### src/rtl/mbio_map.svh
// register offsets, function and exception codes, frame positions and timing for the request handler
`ifndef MBIO_MAP_SVH
`define MBIO_MAP_SVH
// ==========================================================================
// register map
`define MBIO_REG_OUT_STATUS  16'h03E9
`define MBIO_REG_PULSE_MASK  16'h0A8C
`define MBIO_REG_PULSE_DUR   16'h0A8D
`define MBIO_PULSE_REGS      16'h0002
// ==========================================================================
// function codes
`define MBIO_FC_READ_HOLD    8'h03
`define MBIO_FC_READ_INPUT   8'h04
`define MBIO_FC_FORCE_COIL   8'h05
`define MBIO_FC_WRITE_MULTI  8'h10
`define MBIO_FC_ERROR        8'h81
// ==========================================================================
// exception codes
`define MBIO_EXC_NONE        8'h00
`define MBIO_EXC_ILL_FUNC    8'h01
`define MBIO_EXC_ILL_ADDR    8'h02
`define MBIO_EXC_ILL_VALUE   8'h03
`define MBIO_EXC_DEV_FAIL    8'h04
`define MBIO_EXC_GW_NO_REPLY 8'h11
// ==========================================================================
// value encodings
`define MBIO_COIL_ON         16'hFF00
`define MBIO_COIL_OFF        16'h0000
`define MBIO_UNIT_BROADCAST  8'h00
`define MBIO_PROTO_ID        16'h0000
// ==========================================================================
// frame byte positions and lengths
`define MBIO_HDR_BYTES       16'h0007
`define MBIO_FC_POS          16'h0007
`define MBIO_DATA_POS        16'h0008
`define MBIO_LEN_BASE        16'h0006
`define MBIO_FIXED_DATA      16'h0004
`define MBIO_MULTI_HDR       16'h0005
`define MBIO_EXC_LEN         16'h0003
`define MBIO_READ_LEN        16'h0003
`define MBIO_D_ADDR          0
`define MBIO_D_QTY           2
`define MBIO_D_BC            4
`define MBIO_D_VAL0          5
`define MBIO_D_VAL1          7
`define MBIO_DATA_MIN        9
// ==========================================================================
// timing and limits
`define MBIO_CLK_HZ          25000000
`define MBIO_US_PER_S        1000000
`define MBIO_PULSE_UNIT_US   1000
`define MBIO_MAX_READ        16
`define MBIO_READ_LIMIT      125
`define MBIO_NUM_TERM        16
`endif

### src/rtl/mbio_pkg.sv
// types shared by the request handler and its pulse timer
package mbio_pkg;
  // ==========================================================================
  // handler states
  typedef enum logic [1:0] {ST_RECV, ST_EXEC, ST_SEND} mbio_state_e;
  // one byte of a request or response stream
  typedef struct packed {
    logic       last;
    logic [7:0] data;
  } mbio_beat_s;
  // fixed seven-byte frame header, first byte in the top bits
  typedef struct packed {
    logic [15:0] tid;
    logic [15:0] pid;
    logic [15:0] len;
    logic [7:0]  unit;
  } mbio_hdr_s;
  typedef logic [15:0] mbio_word_t;
endpackage

### src/rtl/mbio_pulse_timer.sv
// millisecond countdown that holds busy for the programmed pulse duration
`timescale 1ns/1ps
module mbio_pulse_timer #(
  parameter int CYC_PER_MS = 25000,
  parameter int DUR_W      = 16
) (
  input  wire logic             clock,  // system clock
  input  wire logic             rst_n,  // synchronous reset, active low
  input  wire logic             start,  // one-cycle pulse: (re)load duration
  input  wire logic [DUR_W-1:0] dur_ms, // duration in milliseconds
  output logic                  busy    // high while the pulse runs
);
  import mbio_pkg::*;
  localparam int PW = $clog2(CYC_PER_MS);
  localparam logic [PW-1:0] PRE_TOP = PW'(CYC_PER_MS - 1);

  if (CYC_PER_MS < 2) begin : g_bad_rate
    $error("pulse timer needs at least two cycles per millisecond");
  end

  logic [PW-1:0]    pre_reg;
  logic [DUR_W-1:0] ms_reg;

  // ==========================================================================
  // prescaler and millisecond counter; a new start restarts the pulse
  always_ff @(posedge clock) begin
    if (!rst_n) begin
      pre_reg <= '0;
      ms_reg  <= '0;
    end else if (start) begin
      pre_reg <= PRE_TOP;
      ms_reg  <= dur_ms;
    end else if (ms_reg != '0) begin
      if (pre_reg == '0) begin
        pre_reg <= PRE_TOP;
        ms_reg  <= ms_reg - 1'b1;
      end else begin
        pre_reg <= pre_reg - 1'b1;
      end
    end
  end

  assign busy = (ms_reg != '0);
endmodule

### src/rtl/mbio_handler.sv
// request handler for a sixteen-terminal remote I/O node on a byte-stream TCP payload
`timescale 1ns/1ps
`include "mbio_map.svh"
// Behaviour
// - reading the output status register returns bit n as terminal n's drive state
// - coil address 0 selects terminal 0, each next address the next terminal
// - force coil value FF00 turns the output on, 0000 turns it off
// - a good force coil reply echoes function, coil address and value
// - input register reads use the holding read layout, other code and data space
// - an unavailable function is answered with error function 81 and code 01
// - code 01 also covers a multiple-register write sent to the broadcast unit
// - code 02 when start register and count do not fit the map
// - code 03 for a bad data value or a wrong implied length
// - code 04 when the action itself fails
// - code 11 in gateway mode when the target gave no reply
// - a pulse is written as terminal mask, then duration in ms; either register alone also starts one
// - mask bit n selects terminal n for pulsing
// - a good multiple-register write is answered with a copy of the request
// - the transaction identifier is copied unchanged into the reply header
// - every 16-bit value and address travels high byte first
module mbio_handler #(
  parameter int CYC_PER_MS  = (`MBIO_CLK_HZ / `MBIO_US_PER_S) * `MBIO_PULSE_UNIT_US,
  parameter int MAX_READ    = `MBIO_MAX_READ,
  parameter int RX_DATA_MAX = `MBIO_DATA_MIN
) (
  input  wire logic               CLOCK,                   // 25 MHz system clock
  input  wire logic               RST_N,                   // synchronous reset, active low
  input  wire logic               RX_VALID,                // request byte offered
  output logic                    RX_READY,                // request byte taken
  input  wire mbio_pkg::mbio_beat_s RX_BEAT,               // request byte and end of frame
  output logic                    TX_VALID,                // response byte offered
  input  wire logic               TX_READY,                // response byte taken
  output mbio_pkg::mbio_beat_s    TX_BEAT,                 // response byte and end of frame
  input  wire logic [15:0]        IO_IN,                   // sensed terminal inputs
  output logic [15:0]             IO_OUT,                  // driven terminal outputs
  output logic                    PULSE_BUSY,              // a terminal pulse is running
  input  wire logic               EXEC_FAULT,              // the action cannot be carried out
  input  wire logic               GW_MODE,                 // node acts as a gateway
  input  wire logic               GATEWAY_TARGET_NO_REPLY  // target behind gateway is silent
);
  import mbio_pkg::*;

  localparam int DIW = $clog2(RX_DATA_MAX);
  localparam int TW  = $clog2(`MBIO_NUM_TERM);
  localparam int HW  = $bits(mbio_hdr_s);

  if (MAX_READ < 1 || MAX_READ > `MBIO_READ_LIMIT || RX_DATA_MAX < `MBIO_DATA_MIN) begin : g_bad_cfg
    $error("read limit or request buffer size out of range");
  end

  mbio_state_e      state_reg;
  logic [HW-1:0]    hdr_sr_reg;
  mbio_hdr_s        hdr;
  logic [7:0]       fc_reg;
  logic [7:0]       data_mem [RX_DATA_MAX];
  logic [15:0]      rx_cnt_reg;
  logic [15:0]      frame_cnt_reg;
  logic [15:0]      tx_idx_reg;
  logic [7:0]       exc_reg;
  logic [7:0]       exc_next;
  mbio_beat_s       tx_beat_reg;
  mbio_word_t       out_reg;
  mbio_word_t       io_out_reg;
  mbio_word_t       pulse_mask_reg;
  mbio_word_t       pulse_dur_reg;
  mbio_word_t       pulse_act_reg;
  logic             pulse_busy;
  logic             pulse_start;
  logic             rx_take;
  logic             tx_take;
  logic             exec_ok;
  logic             is_read;
  logic             fc_known;
  logic             gw_fail;
  logic             len_ok;
  logic             map_ok;
  mbio_word_t       d_addr;
  mbio_word_t       d_qty;
  logic [7:0]       d_bc;
  mbio_word_t       d_w0;
  mbio_word_t       d_w1;
  logic [15:0]      data_cnt;
  logic [15:0]      resp_len;
  logic [15:0]      resp_total;
  logic [HW-1:0]    resp_hdr;
  mbio_word_t       new_mask;
  mbio_word_t       new_dur;

  // ==========================================================================
  // stream handshakes: one request is received, executed and answered at a time
  assign RX_READY = (state_reg == ST_RECV);
  assign TX_VALID = (state_reg == ST_SEND);
  assign rx_take  = RX_VALID && RX_READY;
  assign tx_take  = TX_VALID && TX_READY;
  assign TX_BEAT  = tx_beat_reg;
  assign IO_OUT   = io_out_reg;
  assign PULSE_BUSY = pulse_busy;

  // request fields, high byte first
  assign hdr      = mbio_hdr_s'(hdr_sr_reg);
  assign d_addr   = {data_mem[`MBIO_D_ADDR], data_mem[`MBIO_D_ADDR + 1]};
  assign d_qty    = {data_mem[`MBIO_D_QTY], data_mem[`MBIO_D_QTY + 1]};
  assign d_bc     = data_mem[`MBIO_D_BC];
  assign d_w0     = {data_mem[`MBIO_D_VAL0], data_mem[`MBIO_D_VAL0 + 1]};
  assign d_w1     = {data_mem[`MBIO_D_VAL1], data_mem[`MBIO_D_VAL1 + 1]};
  assign data_cnt = frame_cnt_reg - `MBIO_DATA_POS;
  assign len_ok   = (hdr.len == frame_cnt_reg - `MBIO_LEN_BASE);

  // ==========================================================================
  // frame state machine
  always_ff @(posedge CLOCK) begin
    if (!RST_N) begin
      state_reg <= ST_RECV;
    end else begin
      unique case (state_reg)
        ST_RECV: begin
          // runt frames and foreign protocol ids are dropped without a reply
          if (rx_take && RX_BEAT.last && rx_cnt_reg >= `MBIO_FC_POS && hdr.pid == `MBIO_PROTO_ID) begin
            state_reg <= ST_EXEC;
          end
        end
        ST_EXEC: begin
          state_reg <= ST_SEND;
        end
        ST_SEND: begin
          if (tx_take && tx_beat_reg.last) begin
            state_reg <= ST_RECV;
          end
        end
      endcase
    end
  end

  // byte counting; the count of the finished frame is kept for the length checks
  always_ff @(posedge CLOCK) begin
    if (!RST_N) begin
      rx_cnt_reg    <= 16'h0000;
      frame_cnt_reg <= 16'h0000;
    end else if (rx_take) begin
      rx_cnt_reg <= RX_BEAT.last ? 16'h0000 : rx_cnt_reg + 16'h0001;
      if (RX_BEAT.last) begin
        frame_cnt_reg <= rx_cnt_reg + 16'h0001;
      end
    end
  end

  // header shifts in, then the function code, then data bytes up to the buffer size;
  // longer frames are still counted, so they fail the length check instead of overrunning
  always_ff @(posedge CLOCK) begin
    if (!RST_N) begin
      hdr_sr_reg <= '0;
      fc_reg     <= 8'h00;
    end else if (rx_take) begin
      if (rx_cnt_reg < `MBIO_HDR_BYTES) begin
        hdr_sr_reg <= {hdr_sr_reg[HW-9:0], RX_BEAT.data};
      end else if (rx_cnt_reg == `MBIO_FC_POS) begin
        fc_reg <= RX_BEAT.data;
      end
    end
  end

  // data buffer, no reset needed: only bytes of the current frame are ever read back
  always_ff @(posedge CLOCK) begin
    if (rx_take && rx_cnt_reg >= `MBIO_DATA_POS && rx_cnt_reg - `MBIO_DATA_POS < 16'(RX_DATA_MAX)) begin
      data_mem[DIW'(rx_cnt_reg - `MBIO_DATA_POS)] <= RX_BEAT.data;
    end
  end

  // ==========================================================================
  // request checks, in priority order
  assign is_read  = (fc_reg == `MBIO_FC_READ_HOLD) || (fc_reg == `MBIO_FC_READ_INPUT);
  assign fc_known = is_read || (fc_reg == `MBIO_FC_FORCE_COIL) || (fc_reg == `MBIO_FC_WRITE_MULTI);
  assign gw_fail  = GW_MODE && GATEWAY_TARGET_NO_REPLY;
  // holding space: status word alone, the pulse pair from the mask register, or either pulse register alone
  assign map_ok   = (d_addr == `MBIO_REG_OUT_STATUS && d_qty == 16'h0001) ||
                    (d_addr == `MBIO_REG_PULSE_MASK && d_qty <= `MBIO_PULSE_REGS) ||
                    (d_addr == `MBIO_REG_PULSE_DUR && d_qty == 16'h0001);

  always_comb begin
    exc_next = `MBIO_EXC_NONE;
    if (gw_fail) begin
      exc_next = `MBIO_EXC_GW_NO_REPLY;
    end else if (!fc_known) begin
      exc_next = `MBIO_EXC_ILL_FUNC;
    end else if (fc_reg == `MBIO_FC_WRITE_MULTI && hdr.unit == `MBIO_UNIT_BROADCAST) begin
      exc_next = `MBIO_EXC_ILL_FUNC;
    end else if (!len_ok) begin
      exc_next = `MBIO_EXC_ILL_VALUE;
    end else if (fc_reg == `MBIO_FC_WRITE_MULTI) begin
      if (d_qty == 16'h0000 || d_qty > `MBIO_PULSE_REGS || {8'h00, d_bc} != {d_qty[14:0], 1'b0} ||
          data_cnt != `MBIO_MULTI_HDR + {8'h00, d_bc}) begin
        exc_next = `MBIO_EXC_ILL_VALUE;
      end else if (!map_ok) begin
        exc_next = `MBIO_EXC_ILL_ADDR;
      end
    end else if (data_cnt != `MBIO_FIXED_DATA) begin
      exc_next = `MBIO_EXC_ILL_VALUE;
    end else if (is_read && (d_qty == 16'h0000 || d_qty > 16'(MAX_READ))) begin
      exc_next = `MBIO_EXC_ILL_VALUE;
    end else if (fc_reg == `MBIO_FC_READ_HOLD && !map_ok) begin
      exc_next = `MBIO_EXC_ILL_ADDR;
    end else if (fc_reg != `MBIO_FC_READ_HOLD && {1'b0, d_addr} + {1'b0, (is_read ? d_qty : 16'h0001)} >
                 17'(`MBIO_NUM_TERM)) begin
      exc_next = `MBIO_EXC_ILL_ADDR;
    end else if (fc_reg == `MBIO_FC_FORCE_COIL && d_qty != `MBIO_COIL_ON && d_qty != `MBIO_COIL_OFF) begin
      exc_next = `MBIO_EXC_ILL_VALUE;
    end
    // a failure is only reported for a request that was otherwise acceptable
    if (exc_next == `MBIO_EXC_NONE && EXEC_FAULT) begin
      exc_next = `MBIO_EXC_DEV_FAIL;
    end
  end

  assign exec_ok = (state_reg == ST_EXEC) && (exc_next == `MBIO_EXC_NONE);

  always_ff @(posedge CLOCK) begin
    if (!RST_N) begin
      exc_reg <= `MBIO_EXC_NONE;
    end else if (state_reg == ST_EXEC) begin
      exc_reg <= exc_next;
    end
  end

  // ==========================================================================
  // effects of an accepted write; the status register write sets all outputs at once
  always_ff @(posedge CLOCK) begin
    if (!RST_N) begin
      out_reg <= 16'h0000;
    end else if (exec_ok && fc_reg == `MBIO_FC_FORCE_COIL) begin
      out_reg[d_addr[TW-1:0]] <= (d_qty == `MBIO_COIL_ON);
    end else if (exec_ok && fc_reg == `MBIO_FC_WRITE_MULTI && d_addr == `MBIO_REG_OUT_STATUS) begin
      out_reg <= d_w0;
    end
  end

  // pulse registers: a write to either one starts a pulse with the merged values
  assign new_mask = (d_addr == `MBIO_REG_PULSE_MASK) ? d_w0 : pulse_mask_reg;
  assign new_dur  = (d_addr == `MBIO_REG_PULSE_MASK && d_qty == `MBIO_PULSE_REGS) ? d_w1 :
                    (d_addr == `MBIO_REG_PULSE_DUR) ? d_w0 : pulse_dur_reg;
  assign pulse_start = exec_ok && fc_reg == `MBIO_FC_WRITE_MULTI && d_addr != `MBIO_REG_OUT_STATUS;

  always_ff @(posedge CLOCK) begin
    if (!RST_N) begin
      pulse_mask_reg <= 16'h0000;
      pulse_dur_reg  <= 16'h0000;
      pulse_act_reg  <= 16'h0000;
    end else if (pulse_start) begin
      pulse_mask_reg <= new_mask;
      pulse_dur_reg  <= new_dur;
      pulse_act_reg  <= new_mask;
    end
  end

  mbio_pulse_timer #(
    .CYC_PER_MS (CYC_PER_MS),
    .DUR_W      ($bits(mbio_word_t))
  ) u_pulse (
    .clock  (CLOCK),
    .rst_n  (RST_N),
    .start  (pulse_start),
    .dur_ms (new_dur),
    .busy   (pulse_busy)
  );

  // drive register: pulsed terminals are forced on only while the timer runs
  always_ff @(posedge CLOCK) begin
    if (!RST_N) begin
      io_out_reg <= 16'h0000;
    end else begin
      io_out_reg <= out_reg | (pulse_busy ? pulse_act_reg : 16'h0000);
    end
  end

  // ==========================================================================
  // response assembly, one byte at a time, nothing buffered
  function automatic mbio_word_t read_word(input logic [15:0] a);
    read_word = 16'h0000;
    if (fc_reg == `MBIO_FC_READ_INPUT) begin
      if (a < 16'(`MBIO_NUM_TERM)) begin
        read_word = IO_IN[a[TW-1:0]] ? `MBIO_COIL_ON : `MBIO_COIL_OFF;
      end
    end else if (a == `MBIO_REG_OUT_STATUS) begin
      read_word = io_out_reg;
    end else if (a == `MBIO_REG_PULSE_MASK) begin
      read_word = pulse_mask_reg;
    end else if (a == `MBIO_REG_PULSE_DUR) begin
      read_word = pulse_dur_reg;
    end
  endfunction

  assign resp_len   = (exc_reg != `MBIO_EXC_NONE) ? `MBIO_EXC_LEN :
                      is_read ? `MBIO_READ_LEN + {d_qty[14:0], 1'b0} : hdr.len;
  assign resp_total = `MBIO_LEN_BASE + resp_len;
  assign resp_hdr   = {hdr.tid, `MBIO_PROTO_ID, resp_len, hdr.unit};

  function automatic logic [7:0] resp_byte(input logic [15:0] i);
    logic [15:0] k;
    mbio_word_t  w;
    k = i - `MBIO_DATA_POS - 16'h0001;
    w = read_word(d_addr + {1'b0, k[15:1]});
    if (i < `MBIO_HDR_BYTES) begin
      resp_byte = resp_hdr[(int'(`MBIO_HDR_BYTES) - 1 - int'(i)) * 8 +: 8];
    end else if (i == `MBIO_FC_POS) begin
      resp_byte = (exc_reg != `MBIO_EXC_NONE) ? `MBIO_FC_ERROR : fc_reg;
    end else if (exc_reg != `MBIO_EXC_NONE) begin
      resp_byte = exc_reg;
    end else if (is_read && i == `MBIO_DATA_POS) begin
      resp_byte = {d_qty[6:0], 1'b0};
    end else if (is_read) begin
      resp_byte = k[0] ? w[7:0] : w[15:8];
    end else begin
      // force coil and multiple write both answer with the request's own data
      resp_byte = data_mem[DIW'(i - `MBIO_DATA_POS)];
    end
  endfunction

  // output byte register; the first byte is the transaction id, known before the checks settle
  always_ff @(posedge CLOCK) begin
    if (!RST_N) begin
      tx_idx_reg  <= 16'h0000;
      tx_beat_reg <= '0;
    end else if (state_reg == ST_EXEC) begin
      tx_idx_reg  <= 16'h0000;
      tx_beat_reg <= '{last: 1'b0, data: resp_byte(16'h0000)};
    end else if (tx_take && !tx_beat_reg.last) begin
      tx_idx_reg  <= tx_idx_reg + 16'h0001;
      tx_beat_reg <= '{last: (tx_idx_reg + 16'h0002 == resp_total), data: resp_byte(tx_idx_reg + 16'h0001)};
    end
  end
endmodule

### config.mk
export PLATFORM = sky130hd
export DESIGN_NAME = mbio_handler
export DESIGN_NICKNAME = d
export VERILOG_FILES = /design/src/rtl/mbio_pkg.sv /design/src/rtl/mbio_pulse_timer.sv /design/src/rtl/mbio_handler.sv
export VERILOG_INCLUDE_DIRS = /design/src /design/src/rtl
export SDC_FILE = /design/constraint.sdc
export NUM_CORES = 1
export LEC_CHECK = 0
export ABC_AREA = 1
export BUFFER_PORTS_ARGS = -buffer_cell sky130_fd_sc_hd__clkbuf_2
export CELL_PAD_IN_SITES_DETAIL_PLACEMENT = 0
export CELL_PAD_IN_SITES_GLOBAL_PLACEMENT = 1
export CORE_MARGIN = 8
export CORE_UTILIZATION = 33
export CTS_BUF_LIST = sky130_fd_sc_hd__clkbuf_8
export DETAILED_ROUTE_END_ITERATION = 6
export PLACE_DENSITY_LB_ADDON = 0.1
export SYNTH_ARGS = -nofsm -noshare
export SYNTH_HDL_FRONTEND = slang
export SYNTH_SLANG_ARGS = --single-unit
### constraint.sdc
create_clock -name CLOCK -period 12.35 [get_ports CLOCK]
set_clock_uncertainty 0.15 [all_clocks]
set_input_delay 1.8525 -clock CLOCK [delete_from_list [all_inputs] [get_ports CLOCK]]
set_output_delay 1.8525 -clock CLOCK [all_outputs]
set_load 0.005 [all_outputs]
==> impl_metrics.xml, run 1 <==
<?xml version="1.0" encoding="UTF-8"?>
<metrics>
  <group name="place">
    <metric name="dp_hpwl" unit="µm">66220</metric>
    <metric name="io_buffer_count" unit="">59</metric>
    <metric name="place.detailed.instances" unit="">4045</metric>
    <metric name="finalWeightedCongestion" unit="">0.9255</metric>
    <metric name="detailed_place.area" unit="µm²">23460</metric>
    <metric name="post-place-ws" unit="ps">4878</metric>
  </group>
  <group name="sta">
    <metric name="final_max_slew_viol_count" unit="">0</metric>
    <metric name="rsz_0062_raised_after_global_routing" unit="">no</metric>
    <metric name="layout_worst_path_cycle_share" unit="">0.5959</metric>
    <metric name="tightest_slew" unit="ps">1308</metric>
    <metric name="layout_setup_ws" unit="ps">4990</metric>
    <metric name="finalSetupViolations" unit="">0</metric>
    <metric name="fmax" unit="GHz">0.1359</metric>
    <metric name="final-hold-violation-count" unit="">0</metric>
    <metric name="final.min_clock_period" unit="ps">7360</metric>
    <metric name="final.setup.tns" unit="ps">0</metric>
    <metric name="slew_headroom" unit="">0.1248</metric>
  </group>
  <group name="power_and_ir_drop">
    <metric name="irDropWorstVdd" unit="V">0.00007345</metric>
    <metric name="static-leakage-power" unit="nW">11.12</metric>
    <metric name="pwr_density_cell" unit="nW/µm²">174.4</metric>
    <metric name="seq_power_share" unit="">0.322</metric>
    <metric name="power.net_switching" unit="mW">1.851</metric>
    <metric name="power_switching_share" unit="">0.4266</metric>
    <metric name="part_of_the_total_power_dissipated_in_combinational_logic" unit="">0.394</metric>
    <metric name="share_clk_of_total_power" unit="">0.284</metric>
    <metric name="intPower" unit="mW">2.488</metric>
  </group>
  <group name="logic_synthesis">
    <metric name="netlist_instances" unit="">3176</metric>
    <metric name="synthArstFlopShare" unit="">0</metric>
    <metric name="synth.cell_area" unit="µm²">22260</metric>
    <metric name="ys.warnings.count" unit="">0</metric>
    <metric name="synth.ff_latch_count" unit="">350</metric>
    <metric name="yosys.cell_types.count" unit="">69</metric>
    <metric name="synth_enable_flop_cells" unit="">128</metric>
    <metric name="synth-seq-area-share" unit="">0.3723</metric>
    <metric name="avg_cell_area_syn" unit="µm²">7.010</metric>
    <metric name="synth_flop_cell" unit="">dfxtp_1</metric>
  </group>
  <group name="finish">
    <metric name="layout.cells.most_common_list" unit="">nand2_1 (730), inv_1 (404), nor2_1 (348)</metric>
    <metric name="flip_flop_count_of_the_largest_register_all_copies_and_words_added" unit="">128</metric>
    <metric name="finish.net_count" unit="">3339</metric>
    <metric name="fin_cells" unit="">4173</metric>
    <metric name="max_flop_register" unit="">data_mem</metric>
    <metric name="finalInstanceArea" unit="µm²">24890</metric>
    <metric name="area_delta_synth_final" unit="%">11.78</metric>
    <metric name="final_common_cell" unit="">nand2_1</metric>
    <metric name="final_core_utilization" unit="">0.3712</metric>
    <metric name="drive_above_1_share" unit="">0.07790</metric>
  </group>
  <group name="worst_setup_path">
    <metric name="critical_path_required" unit="ps">12770</metric>
    <metric name="critical_path.endpoint_type" unit="">flip-flop</metric>
    <metric name="max_stage_delay" unit="ps">750</metric>
    <metric name="worstPathArrival" unit="ps">7780</metric>
    <metric name="worst_path_max_delay_cell" unit="">dfxtp_1</metric>
    <metric name="cp_common_cell" unit="">nand2_1</metric>
    <metric name="timing.critical_path.buf_inv" unit="">2</metric>
    <metric name="start_kind" unit="">flip-flop</metric>
    <metric name="critical_path_peak_fanout" unit="">14</metric>
    <metric name="critical_path.top_delay_family" unit="">simple AND/OR/NAND/NOR gates</metric>
    <metric name="criticalPathCategory" unit="">flip-flop to flip-flop</metric>
  </group>
  <group name="clocking">
    <metric name="clock_sink_count" unit="">350</metric>
    <metric name="clock_insertion_delay_worst_skew" unit="ps">680</metric>
    <metric name="cts_post_setup_buffers_inserted" unit="">0</metric>
    <metric name="cts.path.max_buffers" unit="">3</metric>
    <metric name="htree_levels" unit="">3</metric>
    <metric name="cts.clk_slew.worst_paths" unit="ps">60</metric>
    <metric name="hold_buffers" unit="">0</metric>
    <metric name="root_buffer" unit="">clkbuf_8</metric>
    <metric name="cts_made_buffers" unit="">70</metric>
    <metric name="tritoncts" unit="">yes</metric>
    <metric name="cts.repair.resized" unit="">0</metric>
  </group>
  <group name="global_route">
    <metric name="number_of_global_route_vias_before_repair" unit="">20298</metric>
    <metric name="initial_antenna_violation_count" unit="">1</metric>
    <metric name="grt_first_pass_wirelength" unit="µm">131000</metric>
    <metric name="gr-usage-all-layers" unit="">0.2279</metric>
    <metric name="grt_start_max_net_pins" unit="">113</metric>
    <metric name="global_route.overflow_total" unit="">0</metric>
  </group>
  <group name="floorplanning">
    <metric name="die-width" unit="µm">275.7</metric>
    <metric name="placementRows" unit="">95</metric>
    <metric name="floorplan.initialDensity" unit="">0.3321</metric>
    <metric name="die-area" unit="µm²">76030</metric>
    <metric name="core-area" unit="µm²">67040</metric>
    <metric name="floorplan.die.height" unit="µm">275.7</metric>
    <metric name="num_io_pins" unit="">60</metric>
  </group>
  <group name="drt">
    <metric name="drt-pass1-iter-count" unit="">6</metric>
    <metric name="num_vias" unit="">21351</metric>
    <metric name="wl_per_cell" unit="µm">21.00</metric>
    <metric name="drt_iter0_markers" unit="">1748</metric>
    <metric name="postRouteWirelength" unit="µm">87650</metric>
    <metric name="drtAntennaViolNets" unit="">0</metric>
    <metric name="route.detailed.drc" unit="">0</metric>
    <metric name="viasPerCell" unit="">5.116</metric>
  </group>
  <group name="min_path">
    <metric name="hold_path_class" unit="">flip-flop to flip-flop</metric>
  </group>
  <group name="run">
    <metric name="max_cap_violations" unit="">0</metric>
  </group>
  <group name="run_status">
    <metric name="outcome" unit="">finished clean</metric>
  </group>
</metrics>
worst min-delay path: cells and delay by family (launching register included):
family	cells	cell delay (ps)
flops	1	300
buf+inv	1	60
compound gates	1	50
per-layer routing:
layer	up-vias	global-route usage	wire, µm
met5	-	0	0
met1	10113	0.3154	41610
met3	117	0.03023	4043
met4	0	0.07555	2675
met2	523	0.3641	39320
li1	10598	-	-
cell families (layout without fill, tap and decap cells):
family | after synthesis | in the layout | share of synthesized area
AOI/OAI and AO/OA | 603 | 603 | 0.1466
xor gates and xnor gates | 149 | 149 | 0.06053
adders and majority gates | 63 | 63 | 0.03608
buffers and inverters | 516 | 608 | 0.08953
DFF | 350 | 350 | 0.3723
muxes | 16 | 16 | 0.008093
other | 1 | 33 | 0.0001684
and+or+nand+nor | 1478 | 1478 | 0.2867
power by group through the flow:
stage	logic, mW	clock network [mW]	registers, mW
2_1_floorplan	1.19	0	1.36
3_3_place_gp	1.73	0	1.42
3_5_place_dp	1.72	0	1.42
4_1_cts	1.72	1.26	1.40
5_1_grt	1.93	1.32	1.41
6_report	1.71	1.23	1.40
cell type report:
class | instances | area, µm²
sequential | 350 | 8292
antenna | 1 | 2.502
clock inverter | 46 | 311.5
inverter | 403 | 1515
tap | 873 | 1092
multi-input combinational | 2341 | 12120
clock buffer | 81 | 1115
fill | 7302 | 42150
timing repair buffer | 78 | 440.4
per-stage QoR:
stage               hold slack (ps)  power (mW)
finish                        317.3       4.339
global route                  334.9       4.648
CTS                           319.3       4.383
detailed placement            310.7       3.137
global placement              309.0       3.155
floorplan                     281.6       2.546
path summary, 6_finish.rpt:
path / from / endpoint / slack (ps) / depth (start not counted)
setup / recovery: tx_idx_reg[1] / TX_BEAT[2] / 4990 / 36
hold / removal: hdr[31] / hdr[31] / 320 / 2
hold reg to reg: hdr[31] / hdr[31] / 320 / 2
setup reg to reg: tx_idx_reg[1] / TX_BEAT[2] / 4990 / 36
synthesized netlist by cell type (all sizes together), types with 4 or more instances:
cell | count | share of area
buf | 26 | 0.0068
clkbuf | 87 | 0.015
or2 | 9 | 0.0025
nor4 | 19 | 0.0059
xnor2 | 31 | 0.012
a21oi | 296 | 0.068
o211ai | 8 | 0.0027
dfxtp | 222 | 0.20
xor2 | 115 | 0.045
nor3 | 62 | 0.016
nand2 | 735 | 0.12
o22ai | 15 | 0.0042
a22o | 4 | 0.0016
nand3 | 208 | 0.049
nor3b | 4 | 0.0019
a31oi | 9 | 0.0025
mux2 | 16 | 0.0081
clkinv | 7 | 0.0012
nand3b | 10 | 0.0035
a211oi | 7 | 0.0024
edfxtp | 128 | 0.17
and3 | 4 | 0.0011
a22oi | 9 | 0.0030
ha | 61 | 0.034
o221ai | 16 | 0.0063
o21ai | 225 | 0.051
nor2 | 363 | 0.064
inv | 396 | 0.067
nand4 | 59 | 0.017
(Power assumes the default switching activity.)
==> run 2: changes to the inputs <==
==> constraint.sdc (replaced) <==
create_clock -name CLOCK -period 7.4 [get_ports CLOCK]
set_clock_uncertainty 0.15 [all_clocks]
set_input_delay 1.11 -clock CLOCK [delete_from_list [all_inputs] [get_ports CLOCK]]
set_output_delay 1.11 -clock CLOCK [all_outputs]
set_load 0.005 [all_outputs]
==> run 2 against run 1 <==
Net effect: via count up 0.71%; sequential power up 65%; global-route usage down 0.070 points; die area unchanged; hold slack worse by 5.2 ps; worst setup slack worse by 4100 ps; non-clock buffer count up 2; highest routed layer unchanged.
==> impl_metrics.xml, run 2 (synthesized netlist as in run 1, its figures left out) <==
<?xml version="1.0" encoding="UTF-8"?>
<metrics>
  <group name="finish">
    <metric name="max_flop_register" unit="">data_mem</metric>
    <metric name="fin_cells" unit="">4174</metric>
    <metric name="flip_flop_count_of_the_largest_register_all_copies_and_words_added" unit="">128</metric>
    <metric name="finish.net_count" unit="">3339</metric>
    <metric name="final_common_cell" unit="">nand2_1</metric>
    <metric name="drive_above_1_share" unit="">0.08061</metric>
    <metric name="final_core_utilization" unit="">0.3706</metric>
    <metric name="area_delta_synth_final" unit="%">11.61</metric>
    <metric name="layout.cells.most_common_list" unit="">nand2_1 (730), inv_1 (399), nor2_1 (348)</metric>
    <metric name="finalInstanceArea" unit="µm²">24850</metric>
  </group>
  <group name="min_path">
    <metric name="hold_path_depth" unit="">2</metric>
    <metric name="hold_path_class" unit="">flip-flop to flip-flop</metric>
    <metric name="worst_hold_startpoint" unit="">out_reg[10]</metric>
  </group>
  <group name="place">
    <metric name="dp_hpwl" unit="µm">66620</metric>
    <metric name="post-place-ws" unit="ps">934.3</metric>
    <metric name="detailed_place.area" unit="µm²">23470</metric>
    <metric name="finalWeightedCongestion" unit="">0.9290</metric>
    <metric name="place.detailed.instances" unit="">4047</metric>
    <metric name="io_buffer_count" unit="">59</metric>
  </group>
  <group name="worst_setup_path">
    <metric name="worst_setup_sp" unit="">tx_idx_reg[1]</metric>
    <metric name="criticalPathCategory" unit="">flip-flop to flip-flop</metric>
    <metric name="start_kind" unit="">flip-flop</metric>
    <metric name="critical_path_required" unit="ps">7710</metric>
    <metric name="worst_path_max_delay_cell" unit="">dfxtp_1</metric>
    <metric name="critical_path_peak_fanout" unit="">20</metric>
    <metric name="worst_r2r_startpoint" unit="">tx_idx_reg[1]</metric>
    <metric name="critical_path.endpoint_type" unit="">flip-flop</metric>
    <metric name="worstPathArrival" unit="ps">6810</metric>
    <metric name="cp_common_cell" unit="">nand2_1</metric>
    <metric name="max_stage_delay" unit="ps">550</metric>
    <metric name="r2r.worst_path.cells" unit="">37</metric>
  </group>
  <group name="sta">
    <metric name="final-hold-violation-count" unit="">0</metric>
    <metric name="final.setup.tns" unit="ps">0</metric>
    <metric name="tightest_slew" unit="ps">1199</metric>
    <metric name="fmax" unit="GHz">0.1539</metric>
    <metric name="layout_setup_ws" unit="ps">901.4</metric>
    <metric name="final.min_clock_period" unit="ps">6499</metric>
    <metric name="final_max_slew_viol_count" unit="">0</metric>
    <metric name="layout_worst_path_cycle_share" unit="">0.8782</metric>
    <metric name="worst_case_hold_slack" unit="ps">312.2</metric>
    <metric name="slew_headroom" unit="">0.1974</metric>
    <metric name="rsz_0062_raised_after_global_routing" unit="">no</metric>
    <metric name="finalSetupViolations" unit="">0</metric>
  </group>
  <group name="clocking">
    <metric name="htree_levels" unit="">3</metric>
    <metric name="hold_buffers" unit="">0</metric>
    <metric name="cts.clk_slew.worst_paths" unit="ps">60</metric>
    <metric name="clock_insertion_delay_worst_skew" unit="ps">680</metric>
    <metric name="tritoncts" unit="">yes</metric>
    <metric name="cts_made_buffers" unit="">68</metric>
    <metric name="root_buffer" unit="">clkbuf_8</metric>
    <metric name="cts.repair.resized" unit="">0</metric>
    <metric name="cts.path.max_buffers" unit="">3</metric>
    <metric name="clock_sink_count" unit="">350</metric>
    <metric name="cts_post_setup_buffers_inserted" unit="">0</metric>
  </group>
  <group name="drt">
    <metric name="viasPerCell" unit="">5.151</metric>
    <metric name="route.detailed.drc" unit="">0</metric>
    <metric name="num_vias" unit="">21502</metric>
    <metric name="drt-pass1-iter-count" unit="">6</metric>
    <metric name="postRouteWirelength" unit="µm">88000</metric>
    <metric name="drtAntennaViolNets" unit="">0</metric>
    <metric name="wl_per_cell" unit="µm">21.08</metric>
    <metric name="drt_iter0_markers" unit="">1812</metric>
  </group>
  <group name="run_status">
    <metric name="outcome" unit="">finished clean</metric>
  </group>
  <group name="power_and_ir_drop">
    <metric name="total_power" unit="mW">7.115</metric>
    <metric name="intPower" unit="mW">4.076</metric>
    <metric name="pwr_density_cell" unit="nW/µm²">286.4</metric>
    <metric name="seq_power_share" unit="">0.324</metric>
    <metric name="static-leakage-power" unit="nW">11.09</metric>
    <metric name="irDropWorstVdd" unit="V">0.0001459</metric>
    <metric name="power.net_switching" unit="mW">3.040</metric>
    <metric name="power_switching_share" unit="">0.4272</metric>
    <metric name="part_of_the_total_power_dissipated_in_combinational_logic" unit="">0.400</metric>
    <metric name="share_clk_of_total_power" unit="">0.275</metric>
  </group>
  <group name="run">
    <metric name="max_cap_violations" unit="">0</metric>
  </group>
  <group name="global_route">
    <metric name="gr-usage-all-layers" unit="">0.2272</metric>
    <metric name="initial_antenna_violation_count" unit="">1</metric>
    <metric name="grt_start_max_net_pins" unit="">113</metric>
    <metric name="grt_first_pass_wirelength" unit="µm">130400</metric>
    <metric name="number_of_global_route_vias_before_repair" unit="">20388</metric>
    <metric name="global_route.overflow_total" unit="">0</metric>
  </group>
  <group name="floorplanning">
    <metric name="floorplan.initialDensity" unit="">0.3321</metric>
    <metric name="die-area" unit="µm²">76030</metric>
    <metric name="core-area" unit="µm²">67040</metric>
    <metric name="num_io_pins" unit="">60</metric>
    <metric name="die-width" unit="µm">275.7</metric>
    <metric name="placementRows" unit="">95</metric>
    <metric name="floorplan.die.height" unit="µm">275.7</metric>
  </group>
</metrics>
-- run 2: cell types whose count changed in the layout (fill, tap and decap cells not counted) --
cell | previous run | this run
clkinv_2 | 8 | 15
inv_1 | 404 | 399
buf_4 | 20 | 22
bufinv_16 | 3 | 1
clkinv_1 | 13 | 11
clkinvlp_4 | 0 | 2
inv_8 | 2 | 0
and3_1 | 4 | 3
and3_2 | 0 | 1
clkinv_8 | 1 | 2
inv_12 | 1 | 0
inv_2 | 14 | 15
-- run 2: power by group through the flow --
stage	combinational, mW	clock [mW]	sequential [mW]
after floorplan	1.98	0	2.27
after global placement	2.85	0	2.35
after detailed placement	2.83	0	2.35
after CTS	2.84	2.02	2.31
after global routing	3.18	2.10	2.32
final	2.85	1.96	2.31
-- run 2: worst max-delay path: cells and delay by family (launching register included) --
family,cells,cell delay (ps)
AND/OR/NAND/NOR,27,3940
flip-flops,1,550
buffers and inverters,5,530
XOR/XNOR,1,140
adder cells (fa/ha/maj),3,960
AO/OA/AOI/OAI,1,70
-- run 2: final timing paths --
path,end,slack (ps)
max,TX_BEAT[1],900
min,IO_OUT[10],310
max reg2reg,TX_BEAT[1],900
min reg2reg,IO_OUT[10],310
-- run 2: cell type report --
class	count	area (µm²)
Fill cell	7309	42190
Multi-Input combinational cell	2341	12120
Sequential cell	350	8292
Inverter	403	1515
Clock buffer	81	1115
Tap cell	873	1092
Timing Repair Buffer	80	455.4
Clock inverter	45	256.5
Antenna cell	1	2.502
-- run 2: layer usage --
metal,GRT usage,vias up,routed length (µm)
met2,0.3761,605,40160
met1,0.3085,10144,41260
met3,0.02590,145,4054
met4,0.06973,0,2517
met5,0,-,0
li1,-,10608,-
